<file path="config.mk">
export PLATFORM = sky130hd
export DESIGN_NAME = dsc_instruction_format_decoder
export DESIGN_NICKNAME = d
export VERILOG_FILES = /design/src/rtl/dsc_decode_pkg.sv /design/src/rtl/dsc_instruction_format_decoder.sv /design/src/rtl/operand_split.sv
export VERILOG_INCLUDE_DIRS = /design/src /design/src/rtl
export SDC_FILE = /design/constraint.sdc
export NUM_CORES = 1
export LEC_CHECK = 0
export ABC_CLOCK_PERIOD_IN_PS = 5200
export BUFFER_PORTS_ARGS = -buffer_cell sky130_fd_sc_hd__buf_2
export CAP_MARGIN = 5
export CORE_MARGIN = 2
export CORE_UTILIZATION = 50
export CTS_CLUSTER_SIZE = 20
export DETAILED_ROUTE_END_ITERATION = 6
export GPL_TIMING_DRIVEN = 0
export PLACE_DENSITY = 0.76
export SKIP_CTS_REPAIR_TIMING = 1
export SLEW_MARGIN = 30
export SYNTH_ARGS = -nofsm -noshare
export SYNTH_HDL_FRONTEND = slang
export SYNTH_SLANG_ARGS = --single-unit
export TNS_END_PERCENT = 50
</file>
<file path="constraint.sdc">
create_clock -name clk -period 5.2 [get_ports clk]
set_input_delay 0.26 -clock clk [delete_from_list [all_inputs] [get_ports clk]]
set_output_delay 0.26 -clock clk [all_outputs]
set_load 0.03 [all_outputs]
</file>
<file path="src/rtl/dsc_decode_map.svh">
// opcode values, field positions and cycle counts for the instruction decoder
`ifndef DSC_DECODE_MAP_SVH
`define DSC_DECODE_MAP_SVH

// ==========================================================================
// word layout
`define WORD_W 24
`define OPC_W 8
`define OPC_RANGE 23:16
`define NIB_RANGE 7:4
`define ZERO_OPC 8'h00
`define PROG_ADDR_W 23

// ==========================================================================
// opcode groups, selected by the upper opcode nibble
`define NIB_CTRL 4'h0
`define NIB_BRANCH 4'h3
`define NIB_LIT_MOVE 4'h2
`define NIB_LIT_FILE 4'h9
`define NIB_LIT_ARITH 4'hB
`define NIB_FILE_A 4'h7
`define NIB_FILE_B 4'hD
`define NIB_BIT_LIT 4'hA
`define NIB_BIT_IND 4'h8
`define NIB_DSP 4'hC
`define NIB_MAC 4'hF
`define BRA_UNCOND_BIT 3

// ==========================================================================
// individual opcodes with special length or timing
`define OP_CALL_IND 8'h01
`define OP_CALL_DW 8'h02
`define OP_GOTO_DW 8'h04
`define OP_JUMP_IND 8'h05
`define OP_RETURN 8'h06
`define OP_RETINT 8'h07
`define OP_DO_DW 8'h08
`define OP_TBL_RD 8'h0A
`define OP_TBL_WR 8'h0B

// ==========================================================================
// instruction cycle counts
`define CYC_ONE 2'h1
`define CYC_TWO 2'h2
`define CYC_THREE 2'h3

// ==========================================================================
// operand field positions
`define WB_RANGE 19:16
`define WS_RANGE 3:0
`define WS_MODE_RANGE 6:4
`define WD_RANGE 10:7
`define WD_MODE_RANGE 13:11
`define BYTE_BIT 14
`define FILE_RANGE 12:0
`define FILE_DST_BIT 13
`define BIT_NUM_RANGE 15:12
`define BIT_FILE_BIT 11
`define BFILE_RANGE 10:0
`define LIT16_RANGE 15:0
`define LIT8_RANGE 19:12
`define LFILE_RANGE 11:0
`define LARITH_SEP_BIT 15
`define LIT10_RANGE 14:5
`define ACC_BIT 15
`define MUL_RANGE 14:12
`define XPF_RANGE 11:8
`define YPF_RANGE 7:4
`define XD_RANGE 3:2
`define YD_RANGE 1:0
`define AWB_RANGE 17:16
`define SHIFT_REG_BIT 14
`define SHIFT_LIT_RANGE 12:7
`define PA_LO_RANGE 15:0
`define PA_HI_RANGE 6:0
`define TBL_MODE_RANGE 15:14

`endif

</file>
<file path="src/rtl/dsc_decode_pkg.sv">
// types shared by the instruction decoder files
`include "dsc_decode_map.svh"
package dsc_decode_pkg;

  // ========================================================================
  // categories and operand forms
  typedef enum logic [2:0] {
    cat_word_byte,
    cat_bit,
    cat_literal,
    cat_dsp,
    cat_control
  } category_type;

  typedef enum logic [3:0] {
    form_work_reg_zero,
    form_file,
    form_bit_lit,
    form_bit_ind,
    form_lit_move,
    form_lit_file,
    form_lit_arith,
    form_mac,
    form_dsp_other,
    form_ctrl
  } form_type;

  function automatic category_type category_of(input form_type f);
    case (f)
      form_work_reg_zero, form_file: return cat_word_byte;
      form_bit_lit, form_bit_ind: return cat_bit;
      form_lit_move, form_lit_file, form_lit_arith: return cat_literal;
      form_mac, form_dsp_other: return cat_dsp;
      default: return cat_control;
    endcase
  endfunction

  // ========================================================================
  // opcode classification
  function automatic form_type form_of(input logic [`OPC_W-1:0] op);
    case (op[`NIB_RANGE])
      `NIB_CTRL, `NIB_BRANCH: return form_ctrl;
      `NIB_LIT_MOVE: return form_lit_move;
      `NIB_LIT_FILE: return form_lit_file;
      `NIB_LIT_ARITH: return form_lit_arith;
      `NIB_FILE_A, `NIB_FILE_B: return form_file;
      `NIB_BIT_LIT: return form_bit_lit;
      `NIB_BIT_IND: return form_bit_ind;
      `NIB_DSP: return form_dsp_other;
      `NIB_MAC: return form_mac;
      default: return form_work_reg_zero;
    endcase
  endfunction

  function automatic logic is_double(input logic [`OPC_W-1:0] op);
    return (op == `OP_CALL_DW) || (op == `OP_GOTO_DW) || (op == `OP_DO_DW); // [RULE2]
  endfunction

  function automatic logic is_cond(input logic [`OPC_W-1:0] op);
    return (op[`NIB_RANGE] == `NIB_BRANCH) && !op[`BRA_UNCOND_BIT];
  endfunction

  function automatic logic [1:0] base_cycles(input logic [`OPC_W-1:0] op);
    case (op)
      `OP_CALL_IND, `OP_JUMP_IND, `OP_TBL_RD, `OP_TBL_WR: return `CYC_TWO; // [RULE16]
      `OP_RETURN, `OP_RETINT: return `CYC_THREE; // [RULE16]
      default:
      begin
        if (op[`NIB_RANGE] == `NIB_BRANCH && op[`BRA_UNCOND_BIT])
        begin
          return `CYC_TWO; // [RULE16]
        end
        return `CYC_ONE; // [RULE6]
      end
    endcase
  endfunction

endpackage

</file>
<file path="src/rtl/dsc_instruction_format_decoder.sv">
// instruction format decoder: word length, category, operands and cycle count
`timescale 1ns/1ps
`include "dsc_decode_map.svh"
// Behaviour
// RULE1 - single word is 24 bits: 8-bit opcode on top, operands below
// RULE2 - exactly three opcodes span two consecutive words, 48 bits in all
// RULE3 - second word of a double-word instruction has its top eight bits zero
// RULE4 - a second word decoded alone acts as a no-operation
// RULE5 - double-word instructions complete in two instruction cycles
// RULE6 - single word takes one cycle, one more when condition true or PC changes; conditional branches take two cycles here, three when true
// RULE7 - every instruction falls into one of five categories
// RULE8 - working-register word/byte ops yield base, source and destination registers
// RULE9 - file-register ops yield a file address and file-or-work-register-zero select
// RULE10 - bit ops yield a target and a bit number, literal or from base register
// RULE11 - literal moves yield a literal and a working or file register target
// RULE12 - literal arithmetic yields base, literal and an optional separate destination
// RULE13 - multiply-accumulate ops yield accumulator, multiplier pair, prefetches, write-back
// RULE14 - other signal ops yield accumulator, operand and a register or literal shift
// RULE15 - control ops yield a program address and the table access mode
// RULE16 - branches, indirect jumps, table ops and returns take two or three cycles
module dsc_instruction_format_decoder
  import dsc_decode_pkg::*;
(
  input wire logic clk,
  input wire logic reset,
  input wire logic fetch_valid,
  input wire logic [`WORD_W-1:0] fetch_word,
  input wire logic cond_true,
  output logic fetch_ready,
  output logic dec_valid,
  output logic [`OPC_W-1:0] dec_opcode,
  output category_type dec_category,
  output logic dec_double,
  output logic dec_nop,
  output logic dec_cond,
  output logic dec_second_err,
  output logic [1:0] dec_cycles,
  output logic [3:0] source_work_reg,
  output logic [2:0] source_mode,
  output logic [3:0] base_work_reg,
  output logic [3:0] dest_work_reg,
  output logic [2:0] dest_mode,
  output logic byte_op,
  output logic [12:0] file_addr,
  output logic dest_is_work_reg_zero,
  output logic [3:0] bit_num,
  output logic bit_indirect,
  output logic bit_on_file,
  output logic [15:0] literal,
  output logic acc_b,
  output logic [2:0] mul_pair,
  output logic [3:0] x_prefetch,
  output logic [3:0] y_prefetch,
  output logic [1:0] x_dest,
  output logic [1:0] y_dest,
  output logic [1:0] acc_write_back,
  output logic shift_from_reg,
  output logic [3:0] shift_amount_reg,
  output logic [`PROG_ADDR_W-1:0] prog_addr,
  output logic [1:0] table_mode
);

  // ========================================================================
  // sequencer states
  typedef enum {st_idle, st_second, st_hold, st_cond} state_type;

  // ========================================================================
  // fetch handshake and sequencing
  state_type state_r;
  state_type state_nxt;
  logic [1:0] hold_r;
  logic [1:0] hold_nxt;
  logic [`WORD_W-1:0] first_word_r;
  logic take;
  logic [`OPC_W-1:0] opc;
  logic emit_first;
  logic emit_second;
  logic [`WORD_W-1:0] split_first;
  logic [`WORD_W-1:0] split_second;
  form_type split_form;

  assign take = fetch_valid && fetch_ready;
  assign opc = fetch_word[`OPC_RANGE]; // [RULE1]
  assign emit_first = take && (state_r == st_idle) && !is_double(opc);
  assign emit_second = take && (state_r == st_second);
  assign split_first = emit_second ? first_word_r : fetch_word;
  assign split_second = emit_second ? fetch_word : '0;
  assign split_form = form_of(split_first[`OPC_RANGE]);

  always_comb
  begin
    state_nxt = state_r;
    hold_nxt = hold_r;
    case (state_r)
      st_idle:
      begin
        if (take && is_double(opc))
        begin
          state_nxt = st_second; // [RULE2]
        end
        else if (take && base_cycles(opc) != `CYC_ONE)
        begin
          state_nxt = st_hold; // [RULE16]
          hold_nxt = base_cycles(opc) - `CYC_ONE;
        end
        else if (take && is_cond(opc))
        begin
          state_nxt = st_cond;
        end
      end
      st_second:
      begin
        // both fetch cycles are the two cycles of the instruction
        if (take)
        begin
          state_nxt = st_idle; // [RULE5]
        end
      end
      st_hold:
      begin
        if (hold_r == `CYC_ONE)
        begin
          state_nxt = st_idle;
        end
        else
        begin
          hold_nxt = hold_r - `CYC_ONE;
        end
      end
      st_cond:
      begin
        // the datapath answers the test in this cycle; fetch stays stalled
        if (cond_true)
        begin
          state_nxt = st_hold; // [RULE6]
          hold_nxt = `CYC_ONE;
        end
        else
        begin
          state_nxt = st_idle;
        end
      end
      default:
      begin
        state_nxt = st_idle;
      end
    endcase
  end

  always_ff @(posedge clk or posedge reset)
  begin
    if (reset)
    begin
      state_r <= st_idle;
      hold_r <= '0;
      fetch_ready <= 1'b0;
    end
    else
    begin
      state_r <= state_nxt;
      hold_r <= hold_nxt;
      fetch_ready <= (state_nxt == st_idle) || (state_nxt == st_second);
    end
  end

  always_ff @(posedge clk or posedge reset)
  begin
    if (reset)
    begin
      first_word_r <= '0;
    end
    else if (take && state_r == st_idle)
    begin
      first_word_r <= fetch_word;
    end
  end

  // ========================================================================
  // decode result
  always_ff @(posedge clk or posedge reset)
  begin
    if (reset)
    begin
      dec_valid <= 1'b0;
      dec_opcode <= '0;
      dec_category <= cat_control;
      dec_double <= 1'b0;
      dec_nop <= 1'b0;
      dec_cond <= 1'b0;
      dec_second_err <= 1'b0;
      dec_cycles <= `CYC_ONE;
    end
    else
    begin
      dec_valid <= emit_first || emit_second;
      if (emit_first || emit_second)
      begin
        dec_opcode <= split_first[`OPC_RANGE]; // [RULE1]
        dec_category <= category_of(split_form); // [RULE7]
        dec_double <= emit_second;
        dec_nop <= emit_first && (opc == `ZERO_OPC); // [RULE4]
        dec_cond <= emit_first && is_cond(opc);
        // a non-zero top byte in a second word is flagged, fields still decode
        dec_second_err <= emit_second && (fetch_word[`OPC_RANGE] != `ZERO_OPC); // [RULE3]
        dec_cycles <= emit_second ? `CYC_TWO : base_cycles(opc); // [RULE5] [RULE6]
      end
    end
  end

  operand_split fields (
    .clk(clk),
    .reset(reset),
    .load(emit_first || emit_second),
    .clear(emit_first && (opc == `ZERO_OPC)), // [RULE4]
    .form(split_form),
    .first_word(split_first),
    .second_word(split_second),
    .source_work_reg(source_work_reg),
    .source_mode(source_mode),
    .base_work_reg(base_work_reg),
    .dest_work_reg(dest_work_reg),
    .dest_mode(dest_mode),
    .byte_op(byte_op),
    .file_addr(file_addr),
    .dest_is_work_reg_zero(dest_is_work_reg_zero),
    .bit_num(bit_num),
    .bit_indirect(bit_indirect),
    .bit_on_file(bit_on_file),
    .literal(literal),
    .acc_b(acc_b),
    .mul_pair(mul_pair),
    .x_prefetch(x_prefetch),
    .y_prefetch(y_prefetch),
    .x_dest(x_dest),
    .y_dest(y_dest),
    .acc_write_back(acc_write_back),
    .shift_from_reg(shift_from_reg),
    .shift_amount_reg(shift_amount_reg),
    .prog_addr(prog_addr),
    .table_mode(table_mode)
  );
endmodule

</file>
<file path="src/rtl/operand_split.sv">
// operand field registers, loaded from one or two program words
`timescale 1ns/1ps
`include "dsc_decode_map.svh"
module operand_split
  import dsc_decode_pkg::*;
(
  input wire logic clk,
  input wire logic reset,
  input wire logic load,
  input wire logic clear,
  input form_type form,
  input wire logic [`WORD_W-1:0] first_word,
  input wire logic [`WORD_W-1:0] second_word,
  output logic [3:0] source_work_reg,
  output logic [2:0] source_mode,
  output logic [3:0] base_work_reg,
  output logic [3:0] dest_work_reg,
  output logic [2:0] dest_mode,
  output logic byte_op,
  output logic [12:0] file_addr,
  output logic dest_is_work_reg_zero,
  output logic [3:0] bit_num,
  output logic bit_indirect,
  output logic bit_on_file,
  output logic [15:0] literal,
  output logic acc_b,
  output logic [2:0] mul_pair,
  output logic [3:0] x_prefetch,
  output logic [3:0] y_prefetch,
  output logic [1:0] x_dest,
  output logic [1:0] y_dest,
  output logic [1:0] acc_write_back,
  output logic shift_from_reg,
  output logic [3:0] shift_amount_reg,
  output logic [`PROG_ADDR_W-1:0] prog_addr,
  output logic [1:0] table_mode
);

  // ========================================================================
  // field capture; every field not used by the form reads as zero
  always_ff @(posedge clk or posedge reset)
  begin
    if (reset)
    begin
      source_work_reg <= '0;
      source_mode <= '0;
      base_work_reg <= '0;
      dest_work_reg <= '0;
      dest_mode <= '0;
      byte_op <= 1'b0;
      file_addr <= '0;
      dest_is_work_reg_zero <= 1'b0;
      bit_num <= '0;
      bit_indirect <= 1'b0;
      bit_on_file <= 1'b0;
      literal <= '0;
      acc_b <= 1'b0;
      mul_pair <= '0;
      x_prefetch <= '0;
      y_prefetch <= '0;
      x_dest <= '0;
      y_dest <= '0;
      acc_write_back <= '0;
      shift_from_reg <= 1'b0;
      shift_amount_reg <= '0;
      prog_addr <= '0;
      table_mode <= '0;
    end
    else if (load)
    begin
      source_work_reg <= '0;
      source_mode <= '0;
      base_work_reg <= '0;
      dest_work_reg <= '0;
      dest_mode <= '0;
      byte_op <= 1'b0;
      file_addr <= '0;
      dest_is_work_reg_zero <= 1'b0;
      bit_num <= '0;
      bit_indirect <= 1'b0;
      bit_on_file <= 1'b0;
      literal <= '0;
      acc_b <= 1'b0;
      mul_pair <= '0;
      x_prefetch <= '0;
      y_prefetch <= '0;
      x_dest <= '0;
      y_dest <= '0;
      acc_write_back <= '0;
      shift_from_reg <= 1'b0;
      shift_amount_reg <= '0;
      prog_addr <= '0;
      table_mode <= '0;
      case (form)
        form_work_reg_zero:
        begin
          base_work_reg <= first_word[`WB_RANGE]; // [RULE8]
          source_work_reg <= first_word[`WS_RANGE]; // [RULE8]
          source_mode <= first_word[`WS_MODE_RANGE];
          dest_work_reg <= first_word[`WD_RANGE]; // [RULE8]
          dest_mode <= first_word[`WD_MODE_RANGE];
          byte_op <= first_word[`BYTE_BIT];
        end
        form_file:
        begin
          file_addr <= first_word[`FILE_RANGE]; // [RULE9]
          dest_is_work_reg_zero <= ~first_word[`FILE_DST_BIT]; // [RULE9]
          byte_op <= first_word[`BYTE_BIT];
        end
        form_bit_lit, form_bit_ind:
        begin
          bit_on_file <= first_word[`BIT_FILE_BIT]; // [RULE10]
          if (first_word[`BIT_FILE_BIT])
          begin
            file_addr <= {2'b00, first_word[`BFILE_RANGE]};
          end
          else
          begin
            source_work_reg <= first_word[`WS_RANGE];
            source_mode <= first_word[`WS_MODE_RANGE];
          end
          if (form == form_bit_ind)
          begin
            bit_indirect <= 1'b1; // [RULE10]
            base_work_reg <= first_word[`WB_RANGE];
          end
          else
          begin
            bit_num <= first_word[`BIT_NUM_RANGE]; // [RULE10]
          end
        end
        form_lit_move:
        begin
          literal <= first_word[`LIT16_RANGE]; // [RULE11]
          dest_work_reg <= first_word[`WB_RANGE]; // [RULE11]
        end
        form_lit_file:
        begin
          literal <= {8'h00, first_word[`LIT8_RANGE]}; // [RULE11]
          file_addr <= {1'b0, first_word[`LFILE_RANGE]}; // [RULE11]
        end
        form_lit_arith:
        begin
          base_work_reg <= first_word[`WB_RANGE]; // [RULE12]
          literal <= {6'h00, first_word[`LIT10_RANGE]}; // [RULE12]
          // without a separate destination the result goes back to the base register
          dest_work_reg <= first_word[`LARITH_SEP_BIT] ? first_word[`WS_RANGE]
                                                       : first_word[`WB_RANGE]; // [RULE12]
        end
        form_mac:
        begin
          acc_b <= first_word[`ACC_BIT]; // [RULE13]
          mul_pair <= first_word[`MUL_RANGE]; // [RULE13]
          x_prefetch <= first_word[`XPF_RANGE]; // [RULE13]
          y_prefetch <= first_word[`YPF_RANGE];
          x_dest <= first_word[`XD_RANGE];
          y_dest <= first_word[`YD_RANGE];
          acc_write_back <= first_word[`AWB_RANGE]; // [RULE13]
        end
        form_dsp_other:
        begin
          acc_b <= first_word[`ACC_BIT]; // [RULE14]
          source_work_reg <= first_word[`WS_RANGE]; // [RULE14]
          source_mode <= first_word[`WS_MODE_RANGE];
          shift_from_reg <= first_word[`SHIFT_REG_BIT]; // [RULE14]
          if (first_word[`SHIFT_REG_BIT])
          begin
            shift_amount_reg <= first_word[`WD_RANGE];
          end
          else
          begin
            literal <= {10'h000, first_word[`SHIFT_LIT_RANGE]};
          end
        end
        default:
        begin
          // a lone second word leaves every operand at zero: nothing to act on
          if (!clear) // [RULE4]
          begin
            prog_addr <= {second_word[`PA_HI_RANGE], first_word[`PA_LO_RANGE]}; // [RULE15]
            source_work_reg <= first_word[`WS_RANGE];
          end
          if (first_word[`OPC_RANGE] == `OP_TBL_RD || first_word[`OPC_RANGE] == `OP_TBL_WR)
          begin
            table_mode <= first_word[`TBL_MODE_RANGE]; // [RULE15]
          end
        end
      endcase
    end
  end

endmodule

</file>
Yosys cells after proc, flatten, opt, wreduce, memory -nomap -nowiden. Memory sizes are Yosys's and may differ from the RTL's. A register that Yosys moved wholly into a read port is not among the register bits. Index checks and enable logic that the tools add are counted.

ROM bits: 112. Memories kept: 2. Bits in registers: 177. Output and inout port bits: 122.

Bitwise gates (word level): 1. Multiplexer cells: 70. Reductions and logical operators: 37. Equality and inequality tests: 31. Add/sub/neg operators: 2.

Memory list: (no name shown) (depth 16, width 4, read ports 1, clocked after Yosys merged registers in 0, write ports 0, RTL line dsc_decode_pkg.sv:41) `` case (op[`NIB_RANGE]) ``; (no name shown) (depth 16, width 3, read ports 1, clocked after Yosys merged registers in 1, write ports 0, RTL line dsc_decode_pkg.sv:29) `case (f)`.

Operators by type and width (number): $mux 32 (5); $eq 32x2->1 const B (4); $pmux 32 s4 (1); $logic_not 32->1 (3); $pmux 16 s4 (1); $mux 23 (2); $eq 8x4->1 const B (5); $mux 2 (20); $mux 4 (10); $pmux 13 s3 (1); $eq 32x1->1 const B (1); $eq 8x3->1 const B (4); $mux 24 (1); $pmux 4 s3 (2); $eq 4x3->1 const B (4); $mux 1 (15); $eq 4x2->1 const B (3); $logic_and 1x1->1 (12); $pmux 2 s2 (3); $reduce_or 2->1 (6); $mux 11 (1); $mux 3 (3); $reduce_or 9->1 (1); $eq 8x1->1 const B (1); 23 further kinds (32).

Depth between registers and ports, before layout.
Word-level depth: 24. Gate-level depth with buffers: 18. Depth with buffers taken out: 14.

Hierarchy. A second synthesis with hierarchy kept.

Cells, all modules: 700. Area, all modules: 8042.7 sq um.

Modules (own cells, without submodules): operand_split (sequential area each 2577.5 sq um, area an instance 4331.7 sq um, cells each 351, instances 1); dsc_instruction_format_decoder (sequential area each 1929.4 sq um, area an instance 3711.1 sq um, cells each 349, instances 1).

Least setup slack after synthesis. No wires, ideal clock.

Path kind: register -> register. Start: register fetch_ready. End: register fields.literal[3]. Buffers on the path: 4. Slack: 0.481 ns. Arrival: 4.574 ns. Clock period less this slack: 4.719 ns. Setup time: 0.145 ns. Cell stages (with the launch flop): 19. Data required time: 5.055 ns. Path through: dfrtp_1 -> nand2_1 -> or3_1 -> nor4_4 -> buf_6 -> buf_12 -> buf_2 -> mux2i_1 -> inv_1 -> ha_1 -> mux2_2 -> a22oi_1 -> nor2b_1 -> mux2i_1 -> nand2b_1 -> buf_1 -> o22ai_1 -> a2111oi_0 -> nor3_1.

Cells in the longest elaborated chain, start to end: 6. Elaborated cells between the ends (all ways): 13.

Ends and longest elaborated chain: start: declaration (RTL line dsc_instruction_format_decoder.sv:29) `output logic fetch_ready,`; start signal: assignment (RTL line dsc_instruction_format_decoder.sv:162) `fetch_ready <= (state_nxt == st_idle) || (state_nxt == st_second);`; $logic_and 1x1->1 * (RTL line dsc_instruction_format_decoder.sv:82) `assign take = fetch_valid && fetch_ready;`; $logic_and 1x1->1 * (RTL line dsc_instruction_format_decoder.sv:85) `assign emit_second = take && (state_r == st_second);`; $mux 24 * (RTL line dsc_instruction_format_decoder.sv:86) `assign split_first = emit_second ? first_word_r : fetch_word;`; named net fields.first_word[20] (RTL line operand_split.sv:12) `` input wire logic [`WORD_W-1:0] first_word, ``; $mem_v2 16x4 *; $eq 4x4->1 / $eq 4x3->1 (equally long branches) (RTL line operand_split.sv:94) `case (form)`; $pmux 16 s4 * (RTL line operand_split.sv:94); end signal: assignment (RTL line operand_split.sv:134) `` literal <= first_word[`LIT16_RANGE]; ``; end signal: assignment (RTL line operand_split.sv:139) `` literal <= {8'h00, first_word[`LIT8_RANGE]}; ``; end signal: assignment (RTL line operand_split.sv:145) `` literal <= {6'h00, first_word[`LIT10_RANGE]}; ``; end: declaration (RTL line operand_split.sv:25) `output logic [15:0] literal,`.

The timed path passes the listed nets; every way through them passes the cells marked *. A chain may end at the register's enable or synchronous reset.

Worst setup path after layout.
Start: register state_r[1]. End: register fields.literal[3].

Cells in the longest elaborated chain, start to end: 6. Elaborated cells between the ends (all ways): 14.

Ends and longest elaborated chain: start: declaration (RTL line dsc_instruction_format_decoder.sv:69) `state_type state_r;`; start signal: assignment (RTL line dsc_instruction_format_decoder.sv:154) `state_r <= st_idle;`; start signal: assignment (RTL line dsc_instruction_format_decoder.sv:160) `state_r <= state_nxt;`; $eq 32x2->1 * (RTL line dsc_instruction_format_decoder.sv:85); $logic_and 1x1->1 * (RTL line dsc_instruction_format_decoder.sv:85); $mux 24 * (RTL line dsc_instruction_format_decoder.sv:86); named net fields.first_word[20] (RTL line operand_split.sv:12); $mem_v2 16x4 *; $eq 4x4->1 / $eq 4x3->1 (equally long branches) (RTL line operand_split.sv:94); $pmux 16 s4 * (RTL line operand_split.sv:94).

Marked as above.

==> impl_metrics.py <==
metrics = {
    "run_status": {
        "run_status": "completed",
    },
    "sta": {
        "slew_headroom_pct": 35.72,
        "drv_slew": 0,
        "final-hold-violation-count": 0,
        "skew_ns": 0.008358,
        "layout_setup_ws_ns": 0.3358,
        "worstMarginPinSlew_ns": 0.9374,
        "rsz0062_at_grt": "false",
        "setup_viol": 0,
        "period_share_pct": 93.54,
        "min_period_ns": 4.864,
        "timing.fmax_ghz": 0.2056,
    },
    "grt": {
        "overflow": 0,
        "gr-usage-all-layers_pct": 26.46,
        "grt_max_degree": 80,
        "grt_pass1_wl_um": 33300,
        "grt_pass1_vias": 6059,
        "antenna_found_initial": 3,
    },
    "cells_and_area": {
        "fin_util_pct": 63.40,
        "stdcell_count": 1155,
        "reg.largest.list": "state_r x32, first_word_r x24, fields.prog_addr x23",
        "fill_cells": 1242,
        "layout_common_cells": "178 x dfrtp_1, 158 x buf_2, 115 x nand2_1",
        "layout_commonest_cell": "dfrtp_1",
        "drive_gt1_share_pct": 28.59,
        "top_register": "state_r",
        "stdcell_area_um2": 9674,
        "areaGrowthSynthToFinish_pct": 23.69,
        "final_net_count": 960,
        "largest_reg_flops": 32,
    },
    "route": {
        "first_pass_iters": 7,
        "vias_per_cell": 5.567,
        "avgRoutedWirePerCell_um": 18.47,
        "drc": 0,
        "wl_um": 21330,
        "antenna_left": 0,
        "vias": 6430,
        "drtIter0Drc": 488,
    },
    "placement": {
        "gp_congestion": 0.9210,
        "dpl_cell_area_um2": 9002,
        "place_hpwl_um": 15600,
        "place_inst": 1115,
        "portBuffers": 149,
        "pre_cts_ws_ns": -0.5329,
    },
    "synthesis": {
        "ys.flop_type": "dfrtp_1",
        "synth-seq-cells": 180,
        "syn_inst": 724,
        "ys_async_sr_fraction_pct": 100.0,
        "netlist.area_leader.share_pct": 56.95,
        "netlist_top_cells_area": "dfrtp_1 57%, nand2_1 5.5%, mux2_2 5.2%",
        "ys_types": 58,
        "synth_area_um2": 7821,
        "syn_area_per_cell_um2": 10.80,
        "synth-warning-count": 0,
        "yosysTopAreaCell": "dfrtp_1",
        "synth-seq-area-share_pct": 57.62,
        "synth_edf_count": 0,
    },
    "clock_tree": {
        "cts_buffers": 17,
        "ctsLongestPathBuffers": 2,
        "cts_root_buf": "clkbuf_16",
        "cts_sinks": 180,
        "cts.htree.levels": 4,
        "clk_latency_ns": 0.44,
        "cts_tree": "built",
        "path_clk_slew_ns": 0.07,
    },
    "worst_setup_path": {
        "critPathCaptureType": "flip-flop",
        "cp_max_fo": 10,
        "regToRegStartpoint": "state_r[1]",
        "worst_ep_required_time_ns": 5.48,
        "worstSetupStartpointType": "flip-flop",
        "arrival_ns": 5.14,
        "startpoint": "state_r[1]",
        "worstSetupPathType": "flip-flop to flip-flop",
    },
    "power_and_ir_drop": {
        "p_per_area_nw_per_um2": 291.0,
        "total_power_mw": 2.815,
        "peakVddDrop_mv": 0.2604,
        "power_leakage_nw": 4.809,
    },
    "floorplan": {
        "dieArea_um2": 16660,
        "fp.coreArea_um2": 15260,
        "fp.dieH_um": 129.1,
        "ios": 150,
        "start_util_pct": 51.26,
        "dieWidth_um": 129.1,
        "core.rowCount": 45,
    },
    "hold_path": {
        "min-delay-start": "fetch_word[9]",
        "hold_path.class": "input port to flip-flop",
    },
    "flow_run": {
        "cap_violations": 0,
    },
}
[worst max-delay path, stage by stage, from the launching register on]
cell	delay, ns
dfrtp_1	0.35
buf_2	0.17
or3_1	0.47
nor4_4	0.23
buf_4	0.20
buf_6	0.19
buf_12	0.16
clkbuf_4	0.28
mux2i_2	0.34
inv_1	0.08
ha_1	0.25
mux2_2	0.29
a22oi_2	0.34
nor2b_1	0.13
mux2i_4	0.24
nand2b_1	0.32
o22ai_1	0.16
a2111oi_2	0.40
nor3_1	0.11
[final timing paths]
check	endpoint	slack (ns)	cells after the start
setup / recovery	fields.literal[3]	0.34	18
hold / removal	first_word_r[9]	0.08	2
setup reg to reg	fields.literal[3]	0.34	18
hold reg to reg	fields.prog_addr[11]	0.47	2
max in group asynchronous	dec_cycles[0]	3.87	5
min in group asynchronous	dec_opcode[2]	0.32	3
[report_power, final]
group	internal, mW	switching (mW)
Clock	0.654	0.577
Sequential	1.41	0.00460
Combinational	0.0492	0.119
[logic make-up after synthesis]
family | share of synthesized area [%]
AND/OR/NAND/NOR | 14.86
other | 0.04795
flip-flops | 57.62
buffers and inverters | 3.007
adder cells (fa/ha/maj) | 0.6399
AO/OA/AOI/OAI | 15.07
XOR/XNOR | 0.1120
multiplexers | 8.639
[synth_stat cells, types with 3 or more instances]
| library cell | instances |
|---|---|
| and3_1 | 5 |
| ha_1 | 4 |
| mux2_2 | 36 |
| nor3_1 | 13 |
| dfrtp_1 | 178 |
| nand2b_1 | 4 |
| or3_1 | 3 |
| a21oi_1 | 24 |
| or2_2 | 9 |
| nor2_1 | 41 |
| a31oi_1 | 6 |
| o22ai_1 | 6 |
| nor4_1 | 5 |
| inv_1 | 15 |
| nor4_2 | 6 |
| o31ai_1 | 4 |
| o32a_1 | 3 |
| nor2b_1 | 12 |
| o21ai_0 | 72 |
| a22o_1 | 21 |
| a32o_1 | 10 |
| clkbuf_1 | 21 |
| a211oi_1 | 3 |
| nand3_1 | 18 |
| a21o_1 | 4 |
| buf_2 | 10 |
| a22oi_1 | 7 |
| nand2_1 | 115 |
| a32oi_1 | 4 |
| mux2i_1 | 27 |
[layout make-up]
class,count,area [um^2],area share (%)
diodes,3,7.507,0.07760
well taps,211,264.0,2.729
multi-input cells,522,3232,33.41
flip-flops and latches,180,4507,46.59
clock buffers,19,452.9,4.682
plain buffers,34,175.2,1.811
inverters,16,67.56,0.6984
repair buffers,157,848.3,8.769
clock inverters,13,120.1,1.242
[stage by stage]
stage | setup TNS [ns] | hold WS, ns
3_5_place_dp | -5.676 | 0.2285
2_1_floorplan | 0 | 0.3893
5_1_grt | 0 | 0.06874
6_report | 0 | 0.07519
3_3_place_gp | -338.06 | 0.4536
4_1_cts | -7.729 | -0.2343
[per-layer routing]
layer  global-route usage, %  vias to the layer above  part of all wire [%]
li1                        -                     2977                     -
met1                   36.80                     3107                    44
met2                   40.59                      299                    46
met3                   6.235                       47                   7.8
met4                   10.61                        0                   2.9
met5                       0                        -                     0
Note: power is estimated with default switching activity, not from simulation.
